$ cat config.mk
export PLATFORM = sky130hd
export DESIGN_NAME = ams_sequencer
export DESIGN_NICKNAME = d
export VERILOG_FILES = /design/src/ams_pkg.sv /design/src/ams_sequencer.sv
export VERILOG_INCLUDE_DIRS = /design/src
export SDC_FILE = /design/constraint.sdc
export NUM_CORES = 2
export LEC_CHECK = 0
export BUFFER_PORTS_ARGS = -buffer_cell sky130_fd_sc_hd__buf_2
export CELL_PAD_IN_SITES_DETAIL_PLACEMENT = 1
export CELL_PAD_IN_SITES_GLOBAL_PLACEMENT = 2
export CORE_ASPECT_RATIO = 1.4
export CORE_MARGIN = 2
export CORE_UTILIZATION = 33
export CTS_CLUSTER_DIAMETER = 50
export DETAILED_ROUTE_END_ITERATION = 7
export GPL_ROUTABILITY_DRIVEN = 1
export HOLD_SLACK_MARGIN = 0.1
export PLACE_DENSITY = 0.73
export SETUP_SLACK_MARGIN = 0.4
export SYNTH_ARGS = -nofsm -noshare
export SYNTH_HDL_FRONTEND = slang
export SYNTH_SLANG_ARGS = --single-unit
$ cat constraint.sdc
create_clock -name I_CLK -period 302.4 [get_ports I_CLK]
set_input_delay 15.12 -clock I_CLK [delete_from_list [all_inputs] [get_ports I_CLK]]
set_output_delay 15.12 -clock I_CLK [all_outputs]
set_load 0.005 [all_outputs]
$ cat src/ams_cfg.svh
// Constants of the acquisition memory sequencer.
// Assumes inclusion by ams_pkg.sv and ams_sequencer.sv only.
`ifndef AMS_CFG_SVH
`define AMS_CFG_SVH
`define AMS_DATA_W 16
`define AMS_ADDR_W 20
`define AMS_MEM_WORDS 21'h100000
`define AMS_REP_WORDS 21'h080000
`define AMS_GATE_ONE_LEN 21'h080000
`define AMS_MAX_BLOCKS 9'h100
`define AMS_MAX_BLOCK_LOG 4'h8
`define AMS_MIN_REC 21'h000064
`define AMS_PRE_GAP 21'h000002
`define AMS_LINK_DIV 21'h00000A
`define AMS_CLK_NS 25
`define AMS_STEP_NS 10000
`define AMS_STEP_CYC 9'((`AMS_STEP_NS + `AMS_CLK_NS - 1) / `AMS_CLK_NS)
`define AMS_MAX_IVL_US 10000000
`define AMS_STEP_US 10
`define AMS_MAX_STEPS 20'(`AMS_MAX_IVL_US / `AMS_STEP_US)
`define AMS_LINK_MIN_US 100
`define AMS_LINK_MIN_STEPS 20'(`AMS_LINK_MIN_US / `AMS_STEP_US)
`define AMS_FREE_MIN_US 1000
`define AMS_FREE_MIN_STEPS 20'(`AMS_FREE_MIN_US / `AMS_STEP_US)
`define AMS_FREE_LINK_US 10000
`define AMS_FREE_LINK_STEPS 20'(`AMS_FREE_LINK_US / `AMS_STEP_US)
`define AMS_FIFO_DEPTH 16
`endif

$ cat src/ams_pkg.sv
// Types of the acquisition memory sequencer.
// Assumes ams_cfg.svh is on the include path.
`include "ams_cfg.svh"
package ams_pkg;
  typedef enum logic [1:0] {
    MODE_TRIG = 2'h0,
    MODE_FREE = 2'h1,
    MODE_GATE = 2'h2
  } ams_mode_t;

  typedef enum logic [5:0] {
    ST_IDLE = 6'h01,
    ST_ARMED = 6'h02,
    ST_POST = 6'h04,
    ST_FREE = 6'h08,
    ST_GWAIT = 6'h10,
    ST_GCAP = 6'h20
  } ams_state_t;

  typedef struct packed {
    ams_mode_t mode;
    logic repeat_en;
    logic [3:0] chans;
    logic [20:0] rec_len;
    logic [15:0] acq_count;
    logic [7:0] block_sel;
    logic [20:0] pretrig;
    logic [19:0] interval;
    logic linked;
    logic filter_on;
    logic external_timebase_select;
  } ams_cfg_t;

  typedef struct packed {
    logic we;
    logic [`AMS_ADDR_W-1:0] addr;
    logic [`AMS_DATA_W-1:0] data;
  } ams_mem_wr_t;
endpackage

$ cat src/ams_sequencer.sv
// Acquisition memory sequencer with its sample FIFO.
// Assumes converter words arrive on the I_CLK domain, one word per channel per tick,
// and the trigger condition arrives already evaluated on I_CLK.
//
// Contract
// - Triggered mode captures record, then halts
// - Triggered blocks filled in order, one per trigger
// - Block count is power-of-two fit, max 256
// - Repeat only if blocks at least twice count
// - Repeat restarts sequence until next start
// - Free run starts and stops on start
// - Gated stores while trigger holds, length-limited
// - Gated repeats count times, stops at once
// - Triggered/gated interval limits in 10 us steps
// - Free-run interval limits 1 ms to 10 s
// - Stopped partitioned capture marks block invalid
// - Triggered record length 100 to capacity
// - Repeat halves capacity, linked takes tenth
// - Zero triggered length uses full capacity
// - Zero gated length follows gate duration
// - Count 1 to 32768, zero overwrites forever
// - Triggered count beyond blocks wraps around
// - Gated short records keep 256, then wrap
// - Gated huge records force count one
// - Gated oversize keeps last fitting blocks
// - Internal interval or shared time base line
// - Pre-trigger points zero to length minus two
`include "ams_cfg.svh"
`timescale 1ns/1ps
`default_nettype none

module ams_fifo #(
  parameter int WIDTH = 16,
  parameter int DEPTH = 16
) (
  input wire logic clk,
  input wire logic reset,
  input wire logic in_valid,
  output logic in_ready,
  input wire logic [WIDTH-1:0] in_data,
  output logic out_valid,
  input wire logic out_ready,
  output logic [WIDTH-1:0] out_data
);
  localparam int AW = $clog2(DEPTH);
  typedef struct packed {
    logic [AW-1:0] wp;
    logic [AW-1:0] rp;
    logic [AW:0] cnt;
    logic rdy;
  } ams_fifo_st_t;
  logic [WIDTH-1:0] mem [DEPTH];
  ams_fifo_st_t r, n;
  logic push, pop;

  assign push = in_valid && r.rdy;
  assign pop = out_valid && out_ready;
  assign out_valid = r.cnt != '0;
  assign out_data = mem[r.rp];
  assign in_ready = r.rdy;

  always_comb begin
    n = r;
    if (push) n.wp = r.wp + 1'b1;
    if (pop) n.rp = r.rp + 1'b1;
    n.cnt = r.cnt + (AW+1)'(push) - (AW+1)'(pop);
    n.rdy = n.cnt != (AW+1)'(DEPTH);
  end

  always_ff @(posedge clk) begin
    if (reset) begin
      r <= '0;
      r.rdy <= 1'b1;
    end else begin
      r <= n;
    end
    if (push) mem[r.wp] <= in_data;
  end
endmodule

module ams_sequencer (
  input wire logic I_CLK,
  input wire logic I_RESET,
  input wire ams_pkg::ams_cfg_t I_CFG,
  input wire logic I_START,
  input wire logic I_TRIG,
  input wire logic I_SHARED_TIMEBASE_LINE,
  output logic O_CONV_START,
  input wire logic I_ADC_VALID,
  input wire logic [`AMS_DATA_W-1:0] I_ADC_DATA,
  output logic O_ADC_READY,
  output ams_pkg::ams_mem_wr_t O_MEM,
  input wire logic I_MEM_READY,
  output logic O_BUSY,
  output logic [8:0] O_BLOCK_COUNT,
  output logic [8:0] O_CUR_BLOCK,
  output logic [20:0] O_REC_LEN_EFF,
  output logic [15:0] O_ACQ_DONE,
  output logic O_REPEAT_OK,
  output logic [19:0] O_TRIG_ADDR,
  output logic O_INVALID,
  output logic [8:0] O_INVALID_BLOCK
);
  import ams_pkg::*;

  typedef struct packed {
    ams_state_t st;
    logic [8:0] cyc;
    logic [19:0] stp;
    logic tick;
    logic [3:0] wip;
    logic [20:0] pts;
    logic [20:0] wofs;
    logic [8:0] blk;
    logic [8:0] start_blk;
    logic [15:0] acq_done;
    logic [8:0] gblk;
    logic [20:0] base;
    ams_mem_wr_t mem;
    logic [19:0] trig_addr;
    logic invalid;
    logic [8:0] inv_blk;
    logic [2:0] sync;
    logic tb_lvl;
    logic [8:0] blocks;
    logic [3:0] blog;
    logic [20:0] eff_len;
    logic [20:0] pre;
    logic rep_ok;
    logic [19:0] ivl;
    logic [15:0] acq_eff;
    logic [8:0] gate_lim;
    logic [24:0] recw;
    logic busy;
  } ams_seq_st_t;

  ams_seq_st_t r, n;
  logic f_valid, f_ready, pop;
  logic [`AMS_DATA_W-1:0] f_data;

  assign f_ready = !r.mem.we || I_MEM_READY;
  assign pop = f_valid && f_ready;

  ams_fifo #(
    .WIDTH(`AMS_DATA_W),
    .DEPTH(`AMS_FIFO_DEPTH)
  ) u_fifo (
    .clk(I_CLK),
    .reset(I_RESET),
    .in_valid(I_ADC_VALID),
    .in_ready(O_ADC_READY),
    .in_data(I_ADC_DATA),
    .out_valid(f_valid),
    .out_ready(f_ready),
    .out_data(f_data)
  );

  always_comb begin
    logic [24:0] prod;
    logic [20:0] len, mx, minl;
    logic [19:0] mins;
    logic [8:0] bl;
    logic [3:0] lg;
    logic tb_rise, step_end, pt_start, last_w, wr, fin, gate_end;
    logic [19:0] cur;
    prod = '0;
    len = '0;
    mx = '0;
    minl = '0;
    mins = '0;
    bl = 9'h001;
    lg = 4'h0;
    tb_rise = 1'b0;
    step_end = 1'b0;
    pt_start = 1'b0;
    last_w = 1'b0;
    wr = 1'b0;
    fin = 1'b0;
    gate_end = 1'b0;
    cur = 20'(r.base + r.wofs);
    n = r;
    n.tick = 1'b0;
    if (r.mem.we && I_MEM_READY) n.mem.we = 1'b0;

    // Settings evaluated every cycle into registers
    prod = 25'(I_CFG.rec_len) * 25'(I_CFG.chans);
    for (int k = 0; k <= 8; k++) begin
      if (prod != '0 && (prod << k) <= 25'(`AMS_MEM_WORDS)) begin
        bl = 9'(1 << k);
        lg = 4'(k);
      end
    end
    if (I_CFG.mode != MODE_TRIG) begin
      bl = 9'h001;
      lg = 4'h0;
    end
    n.blocks = bl;
    n.blog = lg;
    n.rep_ok = I_CFG.repeat_en && I_CFG.mode == MODE_TRIG && I_CFG.acq_count != '0 &&
               {7'h00, bl} >= {I_CFG.acq_count[14:0], 1'b0} && !I_CFG.acq_count[15];
    mx = (n.rep_ok ? `AMS_REP_WORDS : `AMS_MEM_WORDS) >> lg;
    mx = mx / 21'(I_CFG.chans);
    if (I_CFG.linked) mx = mx / `AMS_LINK_DIV;
    len = I_CFG.rec_len;
    if (I_CFG.mode == MODE_TRIG) begin
      if (len == '0) len = mx;
      else if (len < `AMS_MIN_REC) len = `AMS_MIN_REC;
      else if (len > mx) len = mx;
    end
    n.eff_len = len;
    n.recw = 25'(len) * 25'(I_CFG.chans);
    n.pre = (I_CFG.pretrig > len - `AMS_PRE_GAP) ? len - `AMS_PRE_GAP : I_CFG.pretrig;
    n.acq_eff = I_CFG.acq_count;
    if (I_CFG.mode == MODE_GATE && len >= `AMS_GATE_ONE_LEN) n.acq_eff = 16'h0001;
    n.gate_lim = `AMS_MAX_BLOCKS;
    if (len != '0 && n.recw <= 25'(`AMS_MEM_WORDS) &&
        25'(`AMS_MEM_WORDS) / n.recw < 25'(`AMS_MAX_BLOCKS)) begin
      n.gate_lim = 9'(25'(`AMS_MEM_WORDS) / n.recw);
    end
    if (I_CFG.mode == MODE_FREE) begin
      mins = `AMS_FREE_MIN_STEPS;
      if (I_CFG.filter_on) begin
        mins = I_CFG.linked ? `AMS_FREE_LINK_STEPS : 20'(`AMS_FREE_MIN_STEPS * I_CFG.chans);
      end
    end else begin
      mins = I_CFG.filter_on ? 20'h00001 : 20'(I_CFG.chans);
      if (I_CFG.linked && mins < `AMS_LINK_MIN_STEPS) mins = `AMS_LINK_MIN_STEPS;
    end
    n.ivl = I_CFG.interval;
    if (n.ivl < mins) n.ivl = mins;
    if (n.ivl > `AMS_MAX_STEPS) n.ivl = `AMS_MAX_STEPS;

    // Sampling time base
    n.sync = {r.sync[1:0], I_SHARED_TIMEBASE_LINE};
    if (r.sync[1] == r.sync[2]) n.tb_lvl = r.sync[2];
    tb_rise = r.sync[1] == r.sync[2] && r.sync[2] && !r.tb_lvl;
    if (r.st != ST_IDLE) begin
      n.cyc = (r.cyc == `AMS_STEP_CYC - 9'h001) ? 9'h000 : r.cyc + 9'h001;
      step_end = r.cyc == `AMS_STEP_CYC - 9'h001;
      if (step_end) n.stp = (r.stp >= r.ivl - 20'h00001) ? 20'h00000 : r.stp + 20'h00001;
      n.tick = I_CFG.external_timebase_select ? tb_rise :
               (step_end && r.stp >= r.ivl - 20'h00001);
    end

    // Sample words from the FIFO
    if (pop && r.st != ST_IDLE) begin
      pt_start = r.wip == 4'h0;
      last_w = r.wip == I_CFG.chans - 4'h1;
      n.wip = last_w ? 4'h0 : r.wip + 4'h1;
      unique case (r.st)
        ST_ARMED: begin
          wr = 1'b1;
          if (pt_start && I_TRIG && r.pts >= r.pre) begin
            n.st = ST_POST;
            n.pts = '0;
            n.trig_addr = cur;
          end
        end
        ST_POST: wr = 1'b1;
        ST_FREE: wr = 1'b1;
        ST_GWAIT: begin
          if (pt_start && I_TRIG) begin
            n.st = ST_GCAP;
            n.pts = '0;
            wr = 1'b1;
          end
        end
        ST_GCAP: begin
          if (pt_start && (!I_TRIG || (r.eff_len != '0 && r.pts == r.eff_len))) begin
            gate_end = 1'b1;
          end else begin
            wr = 1'b1;
          end
        end
        default: ;
      endcase
      if (wr) begin
        n.mem = '{we: 1'b1, addr: cur, data: f_data};
        n.wofs = r.wofs + 21'h000001;
        // Ring stays inside the block through the post-trigger part too
        if ((r.st == ST_ARMED || r.st == ST_POST) && 25'(n.wofs) == r.recw) n.wofs = '0;
        if (last_w && !(n.st == ST_ARMED && n.pts >= r.pre)) n.pts = n.pts + 21'h000001;
      end
      if (wr && last_w && n.st == ST_POST && n.pts == r.eff_len - r.pre) begin
        fin = r.acq_eff != '0 && r.acq_done + 16'h0001 == r.acq_eff;
        n.acq_done = r.acq_done + 16'h0001;
        n.pts = '0;
        n.wofs = '0;
        n.st = ST_ARMED;
        n.blk = (r.blk + 9'h001) & (r.blocks - 9'h001);
        if (fin && !r.rep_ok) begin
          n.st = ST_IDLE;
        end else if (fin) begin
          n.acq_done = '0;
          n.blk = r.start_blk;
        end
        n.base = 21'(n.blk) << (`AMS_ADDR_W - 32'(r.blog));
      end
      if (gate_end) begin
        fin = r.acq_eff != '0 && r.acq_done + 16'h0001 == r.acq_eff;
        n.acq_done = r.acq_done + 16'h0001;
        n.gblk = r.gblk + 9'h001;
        n.base = 21'(r.base + r.wofs);
        if (n.gblk == r.gate_lim || (r.eff_len != '0 &&
            25'(n.base) + r.recw > 25'(`AMS_MEM_WORDS))) begin
          n.gblk = '0;
          n.base = '0;
        end
        n.blk = n.gblk;
        n.wofs = '0;
        n.pts = '0;
        n.st = fin ? ST_IDLE : ST_GWAIT;
      end
    end

    // Start and stop commands
    if (I_START) begin
      if (r.st == ST_IDLE) begin
        n.invalid = 1'b0;
        n.acq_done = '0;
        n.pts = '0;
        n.wofs = '0;
        n.wip = '0;
        n.gblk = '0;
        n.cyc = '0;
        n.stp = '0;
        n.blk = '0;
        if (r.acq_eff != '0 && {1'b0, r.acq_eff} < {8'h00, r.blocks}) begin
          n.blk = 9'(I_CFG.block_sel) & (r.blocks - 9'h001);
        end
        n.start_blk = n.blk;
        n.base = 21'(n.blk) << (`AMS_ADDR_W - 32'(r.blog));
        unique case (I_CFG.mode)
          MODE_FREE: n.st = ST_FREE;
          MODE_GATE: n.st = ST_GWAIT;
          default: n.st = ST_ARMED;
        endcase
      end else begin
        n.st = ST_IDLE;
        if ((r.st == ST_ARMED || r.st == ST_POST) && r.blocks != 9'h001 &&
            (r.acq_eff == '0 || r.acq_done < r.acq_eff)) begin
          n.invalid = 1'b1;
          n.inv_blk = r.blk;
        end
      end
    end
    n.busy = n.st != ST_IDLE;
  end

  always_ff @(posedge I_CLK) begin
    if (I_RESET) begin
      r <= '0;
      r.st <= ST_IDLE;
      r.blocks <= 9'h001;
    end else begin
      r <= n;
    end
  end

  assign O_CONV_START = r.tick;
  assign O_MEM = r.mem;
  assign O_BUSY = r.busy;
  assign O_BLOCK_COUNT = r.blocks;
  assign O_CUR_BLOCK = r.blk;
  assign O_REC_LEN_EFF = r.eff_len;
  assign O_ACQ_DONE = r.acq_done;
  assign O_REPEAT_OK = r.rep_ok;
  assign O_TRIG_ADDR = r.trig_addr;
  assign O_INVALID = r.invalid;
  assign O_INVALID_BLOCK = r.inv_blk;

  a_free_start_go: assert property (@(posedge I_CLK) disable iff (I_RESET)
    r.st == ST_IDLE && I_START && I_CFG.mode == MODE_FREE |=> r.st == ST_FREE)
    else $error("free run did not start");
  a_free_stop_go: assert property (@(posedge I_CLK) disable iff (I_RESET)
    r.st == ST_FREE && I_START |=> r.st == ST_IDLE ##1 !r.mem.we || r.mem == $past(r.mem))
    else $error("free run kept storing after stop");
  a_block_pow_two: assert property (@(posedge I_CLK) disable iff (I_RESET)
    $onehot(r.blocks) && r.blocks <= `AMS_MAX_BLOCKS)
    else $error("block count not a power of two up to 256");
  a_repeat_allow_cond: assert property (@(posedge I_CLK) disable iff (I_RESET)
    r.rep_ok |-> $past(I_CFG.acq_count) != '0 && $past(I_CFG.repeat_en))
    else $error("repeat allowed without count or request");
  a_gate_store_only: assert property (@(posedge I_CLK) disable iff (I_RESET)
    $rose(r.mem.we) && $past(r.st) != ST_ARMED && $past(r.st) != ST_POST &&
    $past(r.st) != ST_FREE |-> $past(I_TRIG) || $past(r.wip) != 4'h0)
    else $error("gated store without trigger condition");
  a_tick_spacing_min: assert property (@(posedge I_CLK) disable iff (I_RESET)
    r.tick && !I_CFG.external_timebase_select |=> !r.tick [*8])
    else $error("internal sampling ticks too close");
  a_trig_len_min: assert property (@(posedge I_CLK) disable iff (I_RESET)
    r.st == ST_POST |-> r.eff_len >= `AMS_MIN_REC || I_CFG.mode != MODE_TRIG)
    else $error("triggered record shorter than minimum");
  a_addr_in_block: assert property (@(posedge I_CLK) disable iff (I_RESET)
    r.mem.we && $past(r.st) == ST_POST && r.st == ST_POST && r.blocks != 9'h001 |->
    (r.mem.addr >> (`AMS_ADDR_W - 32'(r.blog))) == 20'(r.blk))
    else $error("write outside active block");
  a_invalid_on_stop: assert property (@(posedge I_CLK) disable iff (I_RESET)
    $rose(r.invalid) |-> $past(I_START) && $past(r.st) != ST_IDLE &&
    r.inv_blk == $past(r.blk))
    else $error("invalid block flag without stop");
  a_pretrig_bound: assert property (@(posedge I_CLK) disable iff (I_RESET)
    r.st == ST_POST && r.eff_len >= `AMS_MIN_REC |-> r.pre <= r.eff_len - `AMS_PRE_GAP)
    else $error("pre-trigger exceeds length minus two");
endmodule

`default_nettype wire

# --- Yosys cells after proc, flatten, opt, wreduce, memory -nomap -nowiden ---
# Memory sizes are Yosys's and may differ from the RTL's. A register that Yosys moved wholly into a read port is not among the register bits.
# Index checks and enable logic that the tools add are counted.
# W data, S select, Z words.
totals:
  ff_bits: 358
  ram_bits: 256
  input_bits: 119
  out_inout_bits: 126
  word_cells: 287
  memories: 1
op_classes:
  n_addsub: 20
  mul: 3
  n_div: 3
  n_lt_le_gt_ge: 24
  eq_ne: 22
  shifts: 3
  muxes: 97
  bitwise: 5
  n_reduce_logical: 72
mem_list:
  columns: ["memory", "words", "word_bits", "read_ports", "rd_ports_with_merged_regs", "write_ports", "line_no", "source"]
  rows:
  - ["u_fifo.mem", 16, 16, 1, 1, 1, "ams_sequencer.sv:52", "logic [WIDTH-1:0] mem [DEPTH];"]
ops:
  columns: ["op", "count"]
  rows:
  - ["$mux W21", 13]
  - ["$le A25 B21 Y1 const B", 9]
  - ["$mux W110", 2]
  - ["$mux W20", 7]
  - ["$mux W9", 13]
  - ["$mux W103", 1]
  - ["$mux W51", 2]
  - ["$mux W42", 2]
  - ["$shl A9 B32 Y21", 2]
  - ["$mux W30", 2]
  - ["$mux W55", 1]
  - ["$mul A21 B4 Y25", 2]
  - ["$mux W16", 3]
  - ["$mux W6", 8]
  - ["$mux W46", 1]
  - ["$add A21 B1 Y21 const B", 2]
  - ["$eq A21 B21 Y1", 2]
  - ["$ge A21 B21 Y1", 2]
  - ["$gt A21 B21 Y1", 2]
  - ["$pmux W21 S2", 1]
  - ["$reduce_bool A21 Y1", 2]
  - ["$mux W4", 10]
  - ["$logic_and A1 B1 Y1", 39]
  - ["$mux W37", 1]
  - ["75 further kinds", 120]

# --- Longest topological paths before layout ---
logic_depth:
  depth_word: 31
  depth_mapped: 585
  mapped_depth_nobuf: 544

# --- Cells and area by module ---
# Synthesis repeated with hierarchy kept, for this count alone.
unflattened:
  hier_cells: 8785
  area_unflattened_um2: 70264.9
modules_own_cells:
  columns: ["mod", "instances", "cells_per_inst", "area_per_inst_um2"]
  rows:
  - ["ams_sequencer", 1, 8287, 59698.5]
  - ["ams_fifo", 1, 498, 10566.4]

# --- Worst setup path before layout ---
# Ideal clock, no wire load.
synth_timing:
  kind: "input to register"
  startpoint: "in I_CFG[91] (netlist name)"
  endpoint: "reg r[26] (netlist name)"
  setup_ns: 0.128
  arrival_time_ns: 119.003
  setup_slack_ns: 183.269
  stages: 536
  path_buffers: 47
  cell_sequence: "inv_2 buf_1 nor2_1 ha_1 ha_1 ha_1 fa_1 xor2_1 or4_1 a2111oi_0 nand3b_1 a211oi_2 nand4_2 a2bb2oi_4 nand3_1 nor3b_1 nor2b_1 ha_1 [... 500 more ...] a31oi_1 nor2b_1 o21ai_1 clkbuf_1 mux2_2 ha_1 a21oi_1 nor2b_1 o21ai_0 nand2b_1 a21oi_1 nor2b_1 o21ai_0 nand2b_1 a221o_1 a21o_1 a21oi_1 a21oi_1"
synth_rtl:
  columns: ["element", "line_no", "source"]
  rows:
  - ["start, declared", "ams_sequencer.sv:84", "input wire ams_pkg::ams_cfg_t I_CFG,"]
  - ["end signal, assigned", "ams_sequencer.sv:356", "r <= n;"]
  - ["end, declared", "ams_sequencer.sv:137", "ams_seq_st_t r, n;"]

==> flow_summary_export.csv <==
group,metric,value,unit
synth,seq_area_frac_synth,0.211,
synth,synth_common_cells,"nor2_1, nand2_1, ha_1",
synth,synthTopCellsByArea,"ha_1, edfxtp_1, dfxtp_1",
clocking,cts_hold_buffers,0,
final_layout,nFillCells,25502,
clocking,cts_buffers,80,
die,start_util,0.332,
detailed_routing,post_drt_wl_per_cell,24.2,um
detailed_routing,avgViaCountPerCell,5.82,
detailed_routing,drtIter0Drc,3961,
die,die_area,0.217,mm^2
synth,synth_seq_cells,616,
setup_path,end_kind,"flop",
setup_path,path_class,"in -> reg",
die,die_w,395,um
synth,postSynthAreaPerCell,7.99,um^2
die,core-area,0.212,mm^2
setup_path,cp.arrival,140.83,ns
setup_path,cp_slowest_stage_delay,0.94,ns
die,pin_count,245,
synth,yosysWarnings,0,
synth,yosys.area.top_type,"ha_1",
clocking,h-tree-depth,3,
sta,fin_crit,140.29,ns
clocking,cts_setup_buffers,0,
setup_path,ff2ff_path_depth,55,
die,row_count,200,
clocking,insertion_delay,0.71,ns
place,globalplace.congestion,0.942,
setup_path,crit_slowest_cell,"o311ai_0",
sta,setup-violations-final,0,
detailed_routing,num_vias,68265,
place,hpwlAfterDp,222000,um
detailed_routing,drc,0,
sta,tightest_slew,1.26,ns
synth,yosysMostFrequentCell,"nor2_1",
final_layout,instances_no_fill,11738,
sta,finalSetupTns,0,ns
setup_path,path_buf_inv,29,
job,cap_viol_max_count,0,
synth,synth-edff-count,256,
clocking,clkSinkCount,616,
global_routing,grt_start_max_net_pins,69,
global_routing,grt_util_met2,0.464,
clocking,cts.clk_slew.worst_paths,0.06,ns
setup_path,rrSetupSlack,290.21,ns
sta,min_period_over_period,0.464,
place,dp_cells,11584,
global_routing,grt_antenna_before_repair,32,
run_status,status,"finished, final reports clean",
sta,maxSlewViolCount,0,
setup_path,cp_num_cells,511,
synth,yosysTopAreaCellShare,0.122,
detailed_routing,drtAntennaViolNets,0,
clocking,clockBufferDepth,3,
clocking,ctsResizeCount,0,
clocking,root_buffer,"clkbuf_16",
place,port_buffers,244,
setup_path,critPathRequiredTime,302.95,ns
global_routing,grt_pass1_vias,71219,
synth,synth_cells,8823,
final_layout,seqCellArea,0.0149,mm^2
global_routing,grt_pass1_wl,434000,um
setup_path,startpoint_type,"input pin",
setup_path,critPathLaunch,"I_CFG[91]",
setup_path,cp_common_cell,"a21oi_1",
global_routing,grt_use_met1,0.299,
final_layout,area_delta_synth_final,9.46,%
sta,rsz0062_at_grt,"false",
synth,ys.flop_type,"dfxtp_1",
setup_path,r2r_end,"O_ACQ_DONE[2]",
setup_path,crit_end,"r[26]",
sta,relSlewSlack,0.160,
final_layout,final_nets,9728,
sta,finClkSkew,0.0618,ns
clocking,cts_tree,"done",
sta,max_freq,0.00713,GHz
detailed_routing,dr.pass1.iters,6,
place,post-place-ws,162.99,ns
final_layout,drive_gt1_frac,0.103,
detailed_routing,drt_wl_total,284000,um
global_routing,grt.overflow.total,0,
sta,finalHoldViolCount,0,
synth,ys_types,145,
setup_path,cp_max_fo,33,
sta,setup_ws,162.11,ns
global_routing,gr-usage-all-layers,0.254,
die,die_y,551,um
global_routing,met3_usage,0.0314,
min_path,hold_path_class,"reg -> reg",
setup_path,timing.rr.start,"r[73]",
setup_path,cpLargestDelayFamily,"compound AO/OA/AOI/OAI gates",
global_routing,top_usage_layer,"met2",
synth,async_reset_ff_frac,0,
final_layout,multi_input_area,0.0520,mm^2
synth,syn-cell-area,0.0705,mm^2
sta,fin_hold_ws,0.448,ns
==> through the flow <==
| stage | util | instance area [um^2] |
|---|---|---|
| final | 0.363 | 77100 |
| after global routing | 0.363 | 77100 |
| after CTS | 0.363 | 77100 |
| after detailed placement | 0.350 | 74200 |
| after global placement | 0.350 | 74200 |
| after floorplan | - | 70500 |
==> sequential cells by signal, summed over array words and instances (netlist names), 13 cells and up, named ones only <==
register	count
O_REC_LEN_EFF	21
O_TRIG_ADDR	20
u_fifo.mem	256
O_ACQ_DONE	16
O_MEM	37
r	215
u_fifo.r	13
==> worst register-to-register path: cells and delay by family (launching register included) <==
kind                       cells  cell delay (ns)
adders and majority gates      2             0.62
and+or+nand+nor               25             5.35
AOI/OAI and AO/OA             21             4.34
xor gates and xnor gates       2             0.34
buffers and inverters          5             1.10
DFF                            1             0.31
==> per-layer routing <==
layer / up-vias / part of all wire
li1: 32261 / -
met3: 553 / 0.040
met1: 33979 / 0.42
met5: - / 0.00065
met2: 1442 / 0.50
met4: 30 / 0.043
==> cell families after synthesis <==
kind of cell,count (synthesis),share of synthesized area
multiplexers,287,0.0567
AO/OA/AOI/OAI,2382,0.227
adder cells (fa/ha/maj),775,0.146
XOR/XNOR,592,0.0738
other,2,0.000107
buffers and inverters,868,0.0536
flip-flops,616,0.211
AND/OR/NAND/NOR,3301,0.231
==> layout by cell type (no fill, tap or decap), types with 57 or more instances in the layout <==
master / synthesis / routed
nor3_1: 314 / 314
edfxtp_1: 256 / 256
a21oi_1: 679 / 675
nand2b_1: 136 / 134
xnor2_1: 399 / 386
xor2_1: 191 / 189
o31ai_1: 64 / 64
clkbuf_16: 0 / 80
and3_1: 122 / 121
inv_1: 425 / 425
mux2_2: 86 / 86
nand2_1: 752 / 751
buf_4: 126 / 118
a211oi_1: 86 / 86
nand4_1: 116 / 116
and2_1: 178 / 178
mux4_2: 80 / 80
nor2_1: 909 / 904
or2_2: 67 / 67
o21ai_0: 390 / 389
fa_1: 83 / 82
a31oi_1: 107 / 107
o21bai_1: 102 / 102
o21ai_1: 58 / 57
ha_1: 688 / 688
nor4_1: 83 / 81
nand3_1: 238 / 238
buf_2: 22 / 243
o21a_1: 105 / 105
dfxtp_1: 360 / 358
a21o_1: 179 / 179
o211ai_1: 73 / 73
mux2i_1: 116 / 116
or3_1: 75 / 75
nor2b_1: 123 / 123
==> layout make-up <==
cell class,instances,area share
antenna,5,0.000162
clock buffer,102,0.0281
clock inverter,47,0.00964
inverter,432,0.0211
multi-input combinational,7346,0.675
sequential,616,0.193
tap,2828,0.0459
timing repair buffer,362,0.0274
==> worst min-delay path by stage <==
stage | from | cells past startpoint | slack [ns] | to
6_report | n[130] | 1 | 0.45 | r[130]
3_5_place_dp | n[129] | 1 | 0.45 | n[130]
5_1_grt | n[129] | 1 | 0.47 | n[130]
2_1_floorplan | n[129] | 1 | 0.41 | n[130]
3_3_place_gp | n[129] | 1 | 0.44 | n[130]
4_1_cts | n[130] | 1 | 0.45 | r[130]
Power is left out: the tool's default activity adds up to more than one toggle a clock period on the data nets, which glitch-free logic cannot reach.
